[config.mk]
export PLATFORM = sky130hd
export DESIGN_NAME = fcc_cycle_clock
export DESIGN_NICKNAME = d
export VERILOG_FILES = /design/src/rtl/fcc_cycle_clock.v /design/src/rtl/fcc_divider.v
export VERILOG_INCLUDE_DIRS = /design/src /design/src/rtl
export SDC_FILE = /design/constraint.sdc
export NUM_CORES = 1
export LEC_CHECK = 0
export BUFFER_PORTS_ARGS = -buffer_cell sky130_fd_sc_hd__buf_4
export CAP_MARGIN = 25
export CORE_MARGIN = 5
export CORE_UTILIZATION = 45
export DETAILED_ROUTE_END_ITERATION = 8
export GPL_TIMING_DRIVEN = 0
export PLACE_DENSITY = 0.59
export SLEW_MARGIN = 20
export SYNTH_ARGS = -nofsm -noshare
export SYNTH_HDL_FRONTEND = slang
export SYNTH_SLANG_ARGS = --single-unit
[constraint.sdc]
create_clock -name sys_clk -period 4.4 [get_ports sys_clk]
set_input_delay 0.44 -clock sys_clk [delete_from_list [all_inputs] [get_ports sys_clk]]
set_output_delay 0.44 -clock sys_clk [all_outputs]
set_load 0.02 [all_outputs]
[src/rtl/fcc_consts.vh]
// Constants for the fieldbus cycle clock derivation block
`ifndef FCC_CONSTS_VH
`define FCC_CONSTS_VH
`define FCC_CLK_NS 10
`define FCC_GRID_US 125
`define FCC_GRID_CYC ((`FCC_GRID_US * 1000) / `FCC_CLK_NS)
`define FCC_BUS_MIN_STEPS 4
`define FCC_EXT_MIN_STEPS 8
`define FCC_SERVO_MAX 8
`define FCC_IPO_MAX 6
`define FCC_SECOND_INTERPOLATOR_CYCLE_MIN 2
`define FCC_SECOND_INTERPOLATOR_CYCLE_MAX 64
`define FCC_IPO_MIN_STEPS 4
`define FCC_MODE_OFF 2'h0
`define FCC_MODE_FREE 2'h1
`define FCC_MODE_ISO_MASTER 2'h2
`define FCC_MODE_ISO_SLAVE 2'h3
`define FCC_ERR_BUS 0
`define FCC_ERR_EXT 1
`define FCC_ERR_SERVO 2
`define FCC_ERR_IPO 3
`define FCC_ERR_SECOND_INTERPOLATOR_CYCLE 4
`define FCC_ERR_IRT 5
`define FCC_ERR_TWO_SLAVES 6
`define FCC_ERR_SCALE 7
`define FCC_ERR_MASTER_CYC 8
`define FCC_ERR_W 9
`define FCC_ADDR_DEFAULT 7'h02
`endif

[src/rtl/fcc_cycle_clock.v]
// Fieldbus system cycle clock derivation: bus, servo, interpolator cycles
// How it works
// - All cycles derive from internal bus cycle
// - Bus cycle at least 0.5 ms, 0.125 grid
// - External port cycle must be 1 ms+
// - Internal bus isochronous, shown as data cycle
// - Servo, interpolator, second interpolator ratio ranges
// - Servo reduction ratio only without IRT
// - Masters only: use internal module clock
// - At most one isochronous slave port
// - Slave port cycle drives system cycles
// - No slave sync: use substitute clock
// - External port cycle integer multiple allowed
// - Scaling only on an isochronous slave port
// - Other port iso master at equal cycle
// - Free-running ports do not affect cycles
// - Axes may use different interpolator levels
// - Ignore new address without fieldbus network
`include "fcc_consts.vh"
`timescale 1ns/1ps
`default_nettype none
module fcc_cycle_clock #(
	parameter STEP_W = 8,
	parameter GRID_CYC = `FCC_GRID_CYC
) (
	// Clock and reset
	input wire sys_clk,
	input wire rst,
	// Configuration load
	input wire cfg_load,
	input wire [STEP_W-1:0] cfg_bus_steps,
	input wire [3:0] cfg_servo_ratio,
	input wire [3:0] cfg_ipo_ratio,
	input wire [6:0] cfg_second_interpolator_cycle_ratio,
	input wire cfg_irt,
	input wire [1:0] cfg_port1_mode,
	input wire [1:0] cfg_port2_mode,
	input wire [STEP_W-1:0] cfg_port1_steps,
	input wire [STEP_W-1:0] cfg_port2_steps,
	input wire cfg_port1_net,
	input wire cfg_port2_net,
	input wire [6:0] cfg_bus_addr,
	// Slave port cycle input
	input wire port1_slave_cycle,
	input wire port2_slave_cycle,
	input wire port1_sync_ok,
	input wire port2_sync_ok,
	// Cycle outputs
	output reg bus_data_cycle,
	output reg servo_cycle,
	output reg interpolator_cycle,
	output reg second_interpolator_cycle,
	output reg first_external_fieldbus_port_cycle,
	output reg second_external_fieldbus_port_cycle,
	// Status
	output reg cfg_valid,
	output reg [`FCC_ERR_W-1:0] cfg_error,
	output reg using_slave_clock,
	output reg using_substitute_clock,
	output reg [6:0] bus_addr
);
	localparam ST_INT = 3'b001;
	localparam ST_SLAVE = 3'b010;
	localparam ST_SUBST = 3'b100;
	localparam [15:0] GRID = GRID_CYC;

	// Port is configured as an isochronous slave
	function is_slave;
		input [1:0] mode;
		begin
			is_slave = (mode == `FCC_MODE_ISO_SLAVE);
		end
	endfunction

	function is_iso;
		input [1:0] mode;
		begin
			is_iso = (mode == `FCC_MODE_ISO_MASTER) || (mode == `FCC_MODE_ISO_SLAVE);
		end
	endfunction

	// Active configuration
	reg [STEP_W-1:0] bus_steps;
	reg [3:0] servo_ratio;
	reg [3:0] ipo_ratio;
	reg [6:0] second_interpolator_cycle_ratio;
	reg [1:0] p1_mode;
	reg [1:0] p2_mode;
	reg [STEP_W-1:0] p1_scale;
	reg [STEP_W-1:0] p2_scale;
	reg [2:0] state;
	reg [2:0] next_state;
	reg [`FCC_ERR_W-1:0] next_err;
	reg restart;

	// Configuration checking
	always @* begin
		next_err = {`FCC_ERR_W{1'b0}};
		if (cfg_bus_steps < `FCC_BUS_MIN_STEPS)
			next_err[`FCC_ERR_BUS] = 1'b1;
		if ((is_iso(cfg_port1_mode) && cfg_port1_steps < `FCC_EXT_MIN_STEPS) ||
		    (is_iso(cfg_port2_mode) && cfg_port2_steps < `FCC_EXT_MIN_STEPS))
			next_err[`FCC_ERR_EXT] = 1'b1;
		if (cfg_servo_ratio == 4'h0 || cfg_servo_ratio > `FCC_SERVO_MAX)
			next_err[`FCC_ERR_SERVO] = 1'b1;
		if (cfg_ipo_ratio == 4'h0 || cfg_ipo_ratio > `FCC_IPO_MAX ||
		    ({8'h00, cfg_bus_steps} * cfg_servo_ratio * cfg_ipo_ratio) < `FCC_IPO_MIN_STEPS)
			next_err[`FCC_ERR_IPO] = 1'b1;
		if (cfg_second_interpolator_cycle_ratio < `FCC_SECOND_INTERPOLATOR_CYCLE_MIN || cfg_second_interpolator_cycle_ratio > `FCC_SECOND_INTERPOLATOR_CYCLE_MAX)
			next_err[`FCC_ERR_SECOND_INTERPOLATOR_CYCLE] = 1'b1;
		if (cfg_irt && cfg_servo_ratio != 4'h1)
			next_err[`FCC_ERR_IRT] = 1'b1;
		if (is_slave(cfg_port1_mode) && is_slave(cfg_port2_mode))
			next_err[`FCC_ERR_TWO_SLAVES] = 1'b1;
		// Scaling is a multiple other than one on an iso master port while the other port is not a slave
		if ((cfg_port1_mode == `FCC_MODE_ISO_MASTER && cfg_port1_steps != cfg_bus_steps &&
		     !is_slave(cfg_port2_mode)) ||
		    (cfg_port2_mode == `FCC_MODE_ISO_MASTER && cfg_port2_steps != cfg_bus_steps &&
		     !is_slave(cfg_port1_mode)))
			next_err[`FCC_ERR_SCALE] = 1'b1;
		if ((is_slave(cfg_port1_mode) && cfg_port1_steps % cfg_bus_steps != {STEP_W{1'b0}}) ||
		    (is_slave(cfg_port2_mode) && cfg_port2_steps % cfg_bus_steps != {STEP_W{1'b0}}))
			next_err[`FCC_ERR_SCALE] = 1'b1;
		if ((is_slave(cfg_port1_mode) && cfg_port2_mode == `FCC_MODE_ISO_MASTER &&
		     cfg_port2_steps != cfg_bus_steps) ||
		    (is_slave(cfg_port2_mode) && cfg_port1_mode == `FCC_MODE_ISO_MASTER &&
		     cfg_port1_steps != cfg_bus_steps))
			next_err[`FCC_ERR_MASTER_CYC] = 1'b1;
	end

	// Load of configuration
	always @(posedge sys_clk or posedge rst) begin
		if (rst) begin
			bus_steps <= 8'h08;
			servo_ratio <= 4'h1;
			ipo_ratio <= 4'h1;
			second_interpolator_cycle_ratio <= 7'h02;
			p1_mode <= `FCC_MODE_OFF;
			p2_mode <= `FCC_MODE_OFF;
			p1_scale <= 8'h01;
			p2_scale <= 8'h01;
			cfg_valid <= 1'b1;
			cfg_error <= {`FCC_ERR_W{1'b0}};
			bus_addr <= `FCC_ADDR_DEFAULT;
			restart <= 1'b0;
		end else begin
			restart <= 1'b0;
			if (cfg_load) begin
				cfg_error <= next_err;
				cfg_valid <= (next_err == {`FCC_ERR_W{1'b0}});
				if (cfg_port1_net || cfg_port2_net)
					bus_addr <= cfg_bus_addr;
				if (next_err == {`FCC_ERR_W{1'b0}}) begin
					restart <= 1'b1;
					bus_steps <= cfg_bus_steps;
					servo_ratio <= cfg_servo_ratio;
					ipo_ratio <= cfg_ipo_ratio;
					second_interpolator_cycle_ratio <= cfg_second_interpolator_cycle_ratio;
					// Free-running ports leave the cycle settings alone
					p1_mode <= cfg_port1_mode;
					p2_mode <= cfg_port2_mode;
					p1_scale <= is_iso(cfg_port1_mode) ? cfg_port1_steps / cfg_bus_steps : 8'h01;
					p2_scale <= is_iso(cfg_port2_mode) ? cfg_port2_steps / cfg_bus_steps : 8'h01;
				end
			end
		end
	end

	// Clock source selection
	wire slave_present = is_slave(p1_mode) | is_slave(p2_mode);
	wire slave_sync = is_slave(p1_mode) ? port1_sync_ok : port2_sync_ok;
	wire slave_edge = is_slave(p1_mode) ? port1_slave_cycle : port2_slave_cycle;
	always @* begin
		case (state)
			ST_INT: next_state = slave_present ? (slave_sync ? ST_SLAVE : ST_SUBST) : ST_INT;
			ST_SLAVE: next_state = !slave_present ? ST_INT : (slave_sync ? ST_SLAVE : ST_SUBST);
			ST_SUBST: next_state = !slave_present ? ST_INT : (slave_sync ? ST_SLAVE : ST_SUBST);
			default: next_state = ST_INT;
		endcase
	end

	// Internal grid timer and bus cycle counter
	reg [15:0] grid_cnt;
	reg [STEP_W-1:0] step_cnt;
	reg int_bus;
	reg [STEP_W-1:0] slv_cnt;
	always @(posedge sys_clk or posedge rst) begin
		if (rst) begin
			state <= ST_INT;
			grid_cnt <= 16'h0000;
			step_cnt <= {STEP_W{1'b0}};
			int_bus <= 1'b0;
			slv_cnt <= {STEP_W{1'b0}};
		end else begin
			state <= next_state;
			int_bus <= 1'b0;
			if (restart) begin
				grid_cnt <= 16'h0000;
				step_cnt <= {STEP_W{1'b0}};
			end else if (grid_cnt == GRID - 16'h0001) begin
				grid_cnt <= 16'h0000;
				if (step_cnt == bus_steps - {{(STEP_W-1){1'b0}}, 1'b1}) begin
					step_cnt <= {STEP_W{1'b0}};
					int_bus <= 1'b1;
				end else
					step_cnt <= step_cnt + {{(STEP_W-1){1'b0}}, 1'b1};
			end else
				grid_cnt <= grid_cnt + 16'h0001;
			// Slave port pulses arrive once per scaled cycle
			if (state == ST_SLAVE && slave_edge)
				slv_cnt <= {STEP_W{1'b0}};
			else if (int_bus && slv_cnt != {STEP_W{1'b1}})
				slv_cnt <= slv_cnt + {{(STEP_W-1){1'b0}}, 1'b1};
		end
	end

	// In slave mode the bus cycle is paced by the received cycle
	wire [STEP_W-1:0] slave_scale = is_slave(p1_mode) ? p1_scale : p2_scale;
	wire bus_tick = (state == ST_SLAVE) ? (slave_edge | (int_bus && slv_cnt < slave_scale - 8'h01 &&
	                slave_scale != 8'h01)) : int_bus;
	wire servo_tick;
	wire ipo_tick;
	wire second_interpolator_cycle_tick;
	wire p1_tick;
	wire p2_tick;

	// Servo from bus, interpolator from servo, second from interpolator
	fcc_divider #(.W(4)) u_servo (.sys_clk(sys_clk), .rst(rst), .restart(restart),
		.ratio(servo_ratio), .tick_in(bus_tick), .tick_out(servo_tick));
	fcc_divider #(.W(4)) u_ipo (.sys_clk(sys_clk), .rst(rst), .restart(restart),
		.ratio(ipo_ratio), .tick_in(servo_tick), .tick_out(ipo_tick));
	fcc_divider #(.W(7)) u_second_interpolator_cycle (.sys_clk(sys_clk), .rst(rst), .restart(restart),
		.ratio(second_interpolator_cycle_ratio), .tick_in(ipo_tick), .tick_out(second_interpolator_cycle_tick));
	fcc_divider #(.W(STEP_W)) u_p1 (.sys_clk(sys_clk), .rst(rst), .restart(restart),
		.ratio(p1_scale), .tick_in(bus_tick), .tick_out(p1_tick));
	fcc_divider #(.W(STEP_W)) u_p2 (.sys_clk(sys_clk), .rst(rst), .restart(restart),
		.ratio(p2_scale), .tick_in(bus_tick), .tick_out(p2_tick));

	// Registered outputs
	always @(posedge sys_clk or posedge rst) begin
		if (rst) begin
			bus_data_cycle <= 1'b0;
			servo_cycle <= 1'b0;
			interpolator_cycle <= 1'b0;
			second_interpolator_cycle <= 1'b0;
			first_external_fieldbus_port_cycle <= 1'b0;
			second_external_fieldbus_port_cycle <= 1'b0;
			using_slave_clock <= 1'b0;
			using_substitute_clock <= 1'b0;
		end else begin
			bus_data_cycle <= bus_tick;
			servo_cycle <= servo_tick;
			interpolator_cycle <= ipo_tick;
			second_interpolator_cycle <= second_interpolator_cycle_tick;
			first_external_fieldbus_port_cycle <= is_iso(p1_mode) & p1_tick;
			second_external_fieldbus_port_cycle <= is_iso(p2_mode) & p2_tick;
			using_slave_clock <= (state == ST_SLAVE);
			using_substitute_clock <= (state == ST_SUBST);
		end
	end
endmodule
`default_nettype wire

[src/rtl/fcc_divider.v]
// Counting divider that emits one pulse every N input pulses
`include "fcc_consts.vh"
`timescale 1ns/1ps
`default_nettype none
module fcc_divider #(
	parameter W = 8
) (
	// Clock and reset
	input wire sys_clk,
	input wire rst,
	// Control
	input wire restart,
	input wire [W-1:0] ratio,
	input wire tick_in,
	// Result
	output reg tick_out
);
	reg [W-1:0] count;
	// Output fires in the same cycle as the first input tick of each group,
	// so every level of the chain lines up with the bus tick
	always @* begin
		tick_out = tick_in && !restart && (count == {W{1'b0}});
	end
	always @(posedge sys_clk or posedge rst) begin
		if (rst) begin
			count <= {W{1'b0}};
		end else if (restart) begin
			count <= {W{1'b0}};
		end else begin
			if (tick_in) begin
				if (count + {{(W-1){1'b0}}, 1'b1} >= ratio)
					count <= {W{1'b0}};
				else
					count <= count + {{(W-1){1'b0}}, 1'b1};
			end
		end
	end
endmodule
`default_nettype wire

Word level (Yosys, flattened, before mapping) --
Cells that the tools add are included.
Storage, ports and cells: logic and storage cells 188, flip-flop bits (word level) 136, input port bits 60, output and inout port bits 25
Operators by class: equality and inequality tests 18, $lt $le $gt $ge 14, $mul 2, multiplexer cells 46, reductions and logical operators 60, div/mod/pow operators 4, bitwise operators 4, $add $sub $neg 10
Operator list (number):
- two-way mux 8 bit | 14
- adder 8 x 1 -> 8 bit (second input constant) | 4
- two-way mux 16 bit | 2
- logical AND 1 bit | 26
- two-way mux 4 bit | 6
- two-way mux 7 bit | 3
- two-way mux 1 bit | 18
- adder 16 x 1 -> 16 bit (second input constant) | 1
- divider 8 x 8 -> 8 bit | 2
- == test 16 x 14 -> 1 bit (second input constant) | 1
- == test 2 bit (second input constant) | 8
- greater-or-equal comparator 8 bit | 2
- logical NOT 4 bit | 4
- logical NOT 8 bit | 2
- < comparator 16 x 3 -> 1 bit (second input constant) | 1
- < comparator 8 x 4 -> 1 bit (second input constant) | 2
- modulo 8 x 8 -> 8 bit | 2
- multiplier 12 x 4 -> 16 bit | 1
- != test 8 bit | 2
- nonzero test 8 bit | 2
- subtractor 8 x 1 -> 8 bit (second input constant) | 2
- logical OR 1 bit | 13
- multiplier 8 x 4 -> 12 bit | 1
- nonzero test 2 bit | 5
- other kinds (25) | 34

Logic depth before layout (Yosys ltp) --
word-level depth 14, depth in mapped cells 55, gate-level depth less buffers 52

By module --
From an unflattened synthesis, not the netlist that was laid out.
Unflattened totals: cells, all modules 1610, area, all modules 14005.9 um^2
By module, submodules not included:
- fcc_cycle_clock | area each 11303.3 um^2, cells an instance 1320, instances 1, seq. area each 2638.8 um^2
- fcc_divider (u_p1 ...) | area each 732.0 um^2, cells an instance 82, instances 2, seq. area each 200.2 um^2
- fcc_divider (u_ipo ...) | area each 329.1 um^2, cells an instance 35, instances 2, seq. area each 100.1 um^2
- fcc_divider (u_second_interpolator_cycle) | area each 580.6 um^2, cells an instance 56, instances 1, seq. area each 175.2 um^2

Worst setup path after synthesis --
No wires, ideal clock.
path type input to register, start point input cfg_bus_steps[4], end point register bus_steps[2], path buffers 5, setup time 0.125 ns, stages 52, data required time 4.275 ns, arrival 12.489 ns, setup slack -8.215 ns, cells stage by stage buf_2 -> nor4_1 -> nand2_1 -> nor2_1 -> a21oi_1 -> a21oi_1 -> ha_1 -> or4b_2 -> o311ai_0 -> a211oi_1 -> ha_1 -> or4b_2 -> nand2_1 -> a31oi_1 -> ha_1 -> o21ai_0 -> a221oi_2 -> mux2_2 -> [16 not listed] -> a31oi_1 -> o2111ai_1 -> nand2_1 -> clkbuf_1 -> mux2_2 -> inv_1 -> fa_1 -> a211oi_1 -> o21bai_1 -> a21oi_1 -> o221ai_1 -> a21oi_1 -> nand4b_1 -> or4_1 -> nand3_2 -> nand3_4 -> buf_6 -> mux2_4
Between the ends: cells in the longest elaborated chain, start to end 8
Ends and longest elaborated chain:
- from (decl) | RTL line fcc_cycle_clock.v:31 | input wire [STEP_W-1:0] cfg_bus_steps,
- branches (longest 6 deep; another with modulo 8 x 8 -> 8 bit)
- logical NOT 9 bit (*) | RTL line fcc_cycle_clock.v:153 | if (next_err == {`FCC_ERR_W{1'b0}}) begin
- AND reduction 2 bit (no source line) (*)
- to (signal assigned) | RTL line fcc_cycle_clock.v:155 | bus_steps <= cfg_bus_steps;
- to (decl) | RTL line fcc_cycle_clock.v:83 | reg [STEP_W-1:0] bus_steps;
Every way passes the cells marked *. A chain may end at the register's enable or synchronous reset.

Worst setup path after layout --
start point input cfg_bus_steps[6], end point register servo_ratio[1]
Between the ends: cells in the longest elaborated chain, start to end 8
Ends and longest elaborated chain:
- branches (longest 6 deep; another with modulo 8 x 8 -> 8 bit)
- logical NOT 9 bit (*) | RTL line fcc_cycle_clock.v:153
- AND reduction 2 bit (no source line) (*)
- to (signal assigned) | RTL line fcc_cycle_clock.v:156 | servo_ratio <= cfg_servo_ratio;
- to (decl) | RTL line fcc_cycle_clock.v:84 | reg [3:0] servo_ratio;
Marks and branches as above.

==> flow_summary.yaml <==
critical_path:
  cp-end-kind: "flip-flop"
  r2r_start: "p2_scale[0]"
  crit_cells: 54
  startpoint_type: "primary input"
  ff2ff_path_depth: 16
  r2r_setup_slack_ns: 0.29
  startpoint: "cfg_bus_steps[6]"
  cp_slowest_stage_delay_ns: 0.41
  endpoint: "servo_ratio[1]"
  cp_slowest_cell: "or3b_4"
  critPathKind: "primary input to flip-flop"
  r2r-end: "u_p2.count[6]"
  crit_path_max_fanout: 7
  arrival_ns: 11.44
  worst-path-buf-inv: 8
  critPathTopFamily: "compound AO/OA/AOI/OAI gates"
  crit_required_ns: 4.71
route:
  vias: 13100
  via_per_inst: 5.72
  wl_per_cell_um: 18.2
  ant_nets: 0
  dr.pass1.iters: 7
  drc: 0
  drtIter0Drc: 754
  routed_wl_mm: 41.7
clock_network:
  cts_max_level: 4
  cts_tree: "done"
  cts_buffer_depth: 2
  cts.sinks: 136
  cts_buffers: 17
  insertion_delay_ns: 0.43
  cts.root.buffer_cell: "clkbuf_16"
  clk_pin_slew_ns: 0.06
die:
  start_util_pct: 45.3
  rows: 65
  die_w_um: 188
  num_io_pins: 85
  core-area_sq_um: 31300
  dieArea_sq_um: 35200
  fp.dieH_um: 188
power:
  pwr-share-seq_pct: 22.7
  power.switching_mw: 2.77
  p_int_mw: 4.19
  power_leakage_nw: 8.62
  p_clk_share_pct: 21.0
  power.total_mw: 6.97
  switching_share_pct: 39.8
  ir_worst_vdd_v: 0.000274
  powerDensity_nw_per_um2: 375
  p_comb_share_pct: 56.3
place:
  place_inst: 2133
  pre_cts_ws_ns: -9.17
  numPortBuffers: 78
  post-dp-hpwl_mm: 30.0
  place_area_sq_um: 15800
  gp_congestion: 0.911
timing:
  setup_violations: 47
  period_needed_ns: 11.13
  hold_viol: 0
  post-route-period-util_pct: 253
  finClkSkew_ns: 0.00981
  drv_slew: 0
  slew_headroom_pct: 39.8
  fin_ws_ns: -6.73
  setup_tns_ns: -306.61
  max_freq_mhz: 89.8
  rsz0062_at_grt: "yes"
  tightest_slew_ns: 0.902
logic_synthesis:
  syn_area_sq_um: 14200
  postSynthCellCount: 1651
  avgSynthCellArea_sq_um: 8.59
  synth_cell_types: 85
  synth_top_flop_cell: "dfrtp_1"
  synth_async_sr_flop_share_pct: 100
  seq_area_frac_synth_pct: 24.1
  synth_enable_flop_cells: 0
  yosys_warnings: 0
  yosys-top-cells-area: "dfrtp_1, ha_1, fa_1"
  synth_top_area_share_pct: 22.4
  synth_seq_cells: 136
  synth_fp_nets: 1908
  synth_top_area_cell: "dfrtp_1"
hold_path:
  hp-class: "primary input to async pin"
global_routing:
  grt_use_total_pct: 22.8
  gr-total-overflow: 0
  antenna_found_initial: 0
  grt_pass1_vias: 12900
  grt_max_degree: 78
  grt_pass1_wl_mm: 66.2
flow_run:
  drv_cap: 0
cells_and_area:
  fillers: 2689
  multiInputGateArea_sq_um: 11300
  nets: 2137
  drive_gt1_share_pct: 26.7
  final_cell_area_sq_um: 18600
  diodes: 0
  stdcell_count: 2295
  seq_area_sq_um: 3410
  syn_to_final_growth_pct: 31.2
run_status:
  violations: "setup timing"
  status: "complete, but fails checks"
==> metal layers <==
| metal | part of all wire, % | track usage [%] | routed length [um] | vias up |
|---|---|---|---|---|
| met1 | 45 | 30.2 | 18700 | 6359 |
| met4 | 3.0 | 8.64 | 1250 | 0 |
| met3 | 4.6 | 3.20 | 1920 | 86 |
| li1 | - | - | - | 6347 |
| met5 | 0 | 0 | 0 | - |
| met2 | 48 | 38.1 | 19800 | 327 |
==> worst reg2reg max path: stages, from the launching register on <==
cell      delay [ns]
dfstp_2         0.56
a21boi_0        0.37
nor2_1          0.13
ha_1            0.23
nand2b_1        0.12
nor2_1          0.07
xor2_1          0.17
ha_1            0.29
a21o_1          0.16
a21oi_1         0.14
o41ai_1         0.16
or3_1           0.33
nor3_1          0.20
or2_2           0.26
or3b_2          0.52
inv_1           0.19
a22o_1          0.16
==> area by class of cell <==
type	count	share of cell area [%]
multi-input combinational	1316	60.7
sequential	136	18.4
timing repair buffer	217	9.92
inverter	146	3.04
tap	402	2.70
clock buffer	24	2.59
buffer	46	2.03
clock inverter	8	0.653
==> worst min-delay path by stage <==
stage | from | endpoint | cells past startpoint
6_report | rst | slv_cnt[1] | 2
5_1_grt | rst | bus_addr[4] | 2
4_1_cts | rst | restart | 2
3_5_place_dp | state[1] | using_substitute_clock | 1
3_3_place_gp | state[1] | using_substitute_clock | 1
2_1_floorplan | state[1] | using_substitute_clock | 1
==> power groups by stage <==
stage	Sequential, mW	Clock (mW)	Combinational, mW
after global routing	1.61	1.55	4.35
after detailed placement	1.60	0	3.27
final	1.58	1.46	3.92
after floorplan	1.57	0	2.58
after global placement	1.60	0	3.21
after CTS	1.58	1.49	3.71
==> cell families (layout without fill, tap and decap cells) <==
family | after synthesis | count (layout) | share of synthesized area (%)
XOR/XNOR | 100 | 100 | 6.18
adder cells (fa/ha/maj) | 197 | 197 | 19.2
multiplexers | 84 | 84 | 6.97
AO/OA/AOI/OAI | 379 | 379 | 18.1
buffers and inverters | 200 | 441 | 5.51
flip-flops | 136 | 136 | 24.1
AND/OR/NAND/NOR | 555 | 556 | 19.9
==> Yosys cell counts, drive strengths merged (31+ instances only) <==
| master | number |
|---|---|
| nor3 | 43 |
| o21ai | 80 |
| mux2 | 46 |
| o21a | 33 |
| mux2i | 38 |
| clkbuf | 44 |
| dfrtp | 127 |
| a21o | 31 |
| ha | 163 |
| xnor2 | 60 |
| nand3 | 39 |
| nand2 | 138 |
| nand2b | 33 |
| inv | 146 |
| fa | 34 |
| nor2 | 132 |
| a21oi | 80 |
| xor2 | 40 |
==> per-stage QoR <==
step	util, %	hold WS [ns]
2_1_floorplan	-	0.422
3_3_place_gp	50.2	0.440
3_5_place_dp	50.4	0.453
4_1_cts	57.6	0.0491
5_1_grt	59.4	0.0753
6_report	59.4	0.0383
==> cells in the final DEF, fill, tap and decap left out, types with 9 or more instances in the layout <==
master     instances
a21o_1            31
a21oi_1           58
a21oi_2           18
a22o_1            13
a31oi_1           15
and2_1            27
and3_1            15
buf_12            10
buf_4            196
buf_6             11
clkbuf_1          31
clkbuf_16         23
dfrtp_1          127
dfstp_2            9
fa_1              31
ha_1             130
ha_4              29
inv_1            139
mux2_2            15
mux2_4            31
mux2i_1           34
nand2_1          131
nand2b_1          32
nand3_1           36
nand4_1           19
nor2_1           123
nor2b_1           27
nor3_1            36
nor4_1            13
o211ai_1          10
o21a_1            32
o21ai_0           60
o21ai_1           14
o31ai_1            9
or3_1             12
xnor2_1           56
xor2_1            40
==> sequential cells by signal, indices dropped and copies added, names as in the netlist, 2 cells and up <==
register                           flops
second_interpolator_cycle_ratio        7
state                                  3
u_second_interpolator_cycle.count      7
ipo_ratio                              4
p2_mode                                2
u_servo.count                          4
grid_cnt                              16
u_p2.count                             8
u_p1.count                             8
p2_scale                               8
cfg_error                              9
slv_cnt                                8
bus_addr                               7
servo_ratio                            4
p1_mode                                2
u_ipo.count                            4
bus_steps                              8
step_cnt                               8
p1_scale                               8
==> what timing repair did <==
item / in CTS / in global routing
setup buffers: 100 / 36
pin swaps: 101 / 67
cloned: 2 / 2
gates resized for setup: 172 / 58
endpoints found under the setup margin: 59 / 70
hold buffers: 0 / 0
Note: power is estimated with default switching activity, not from simulation.
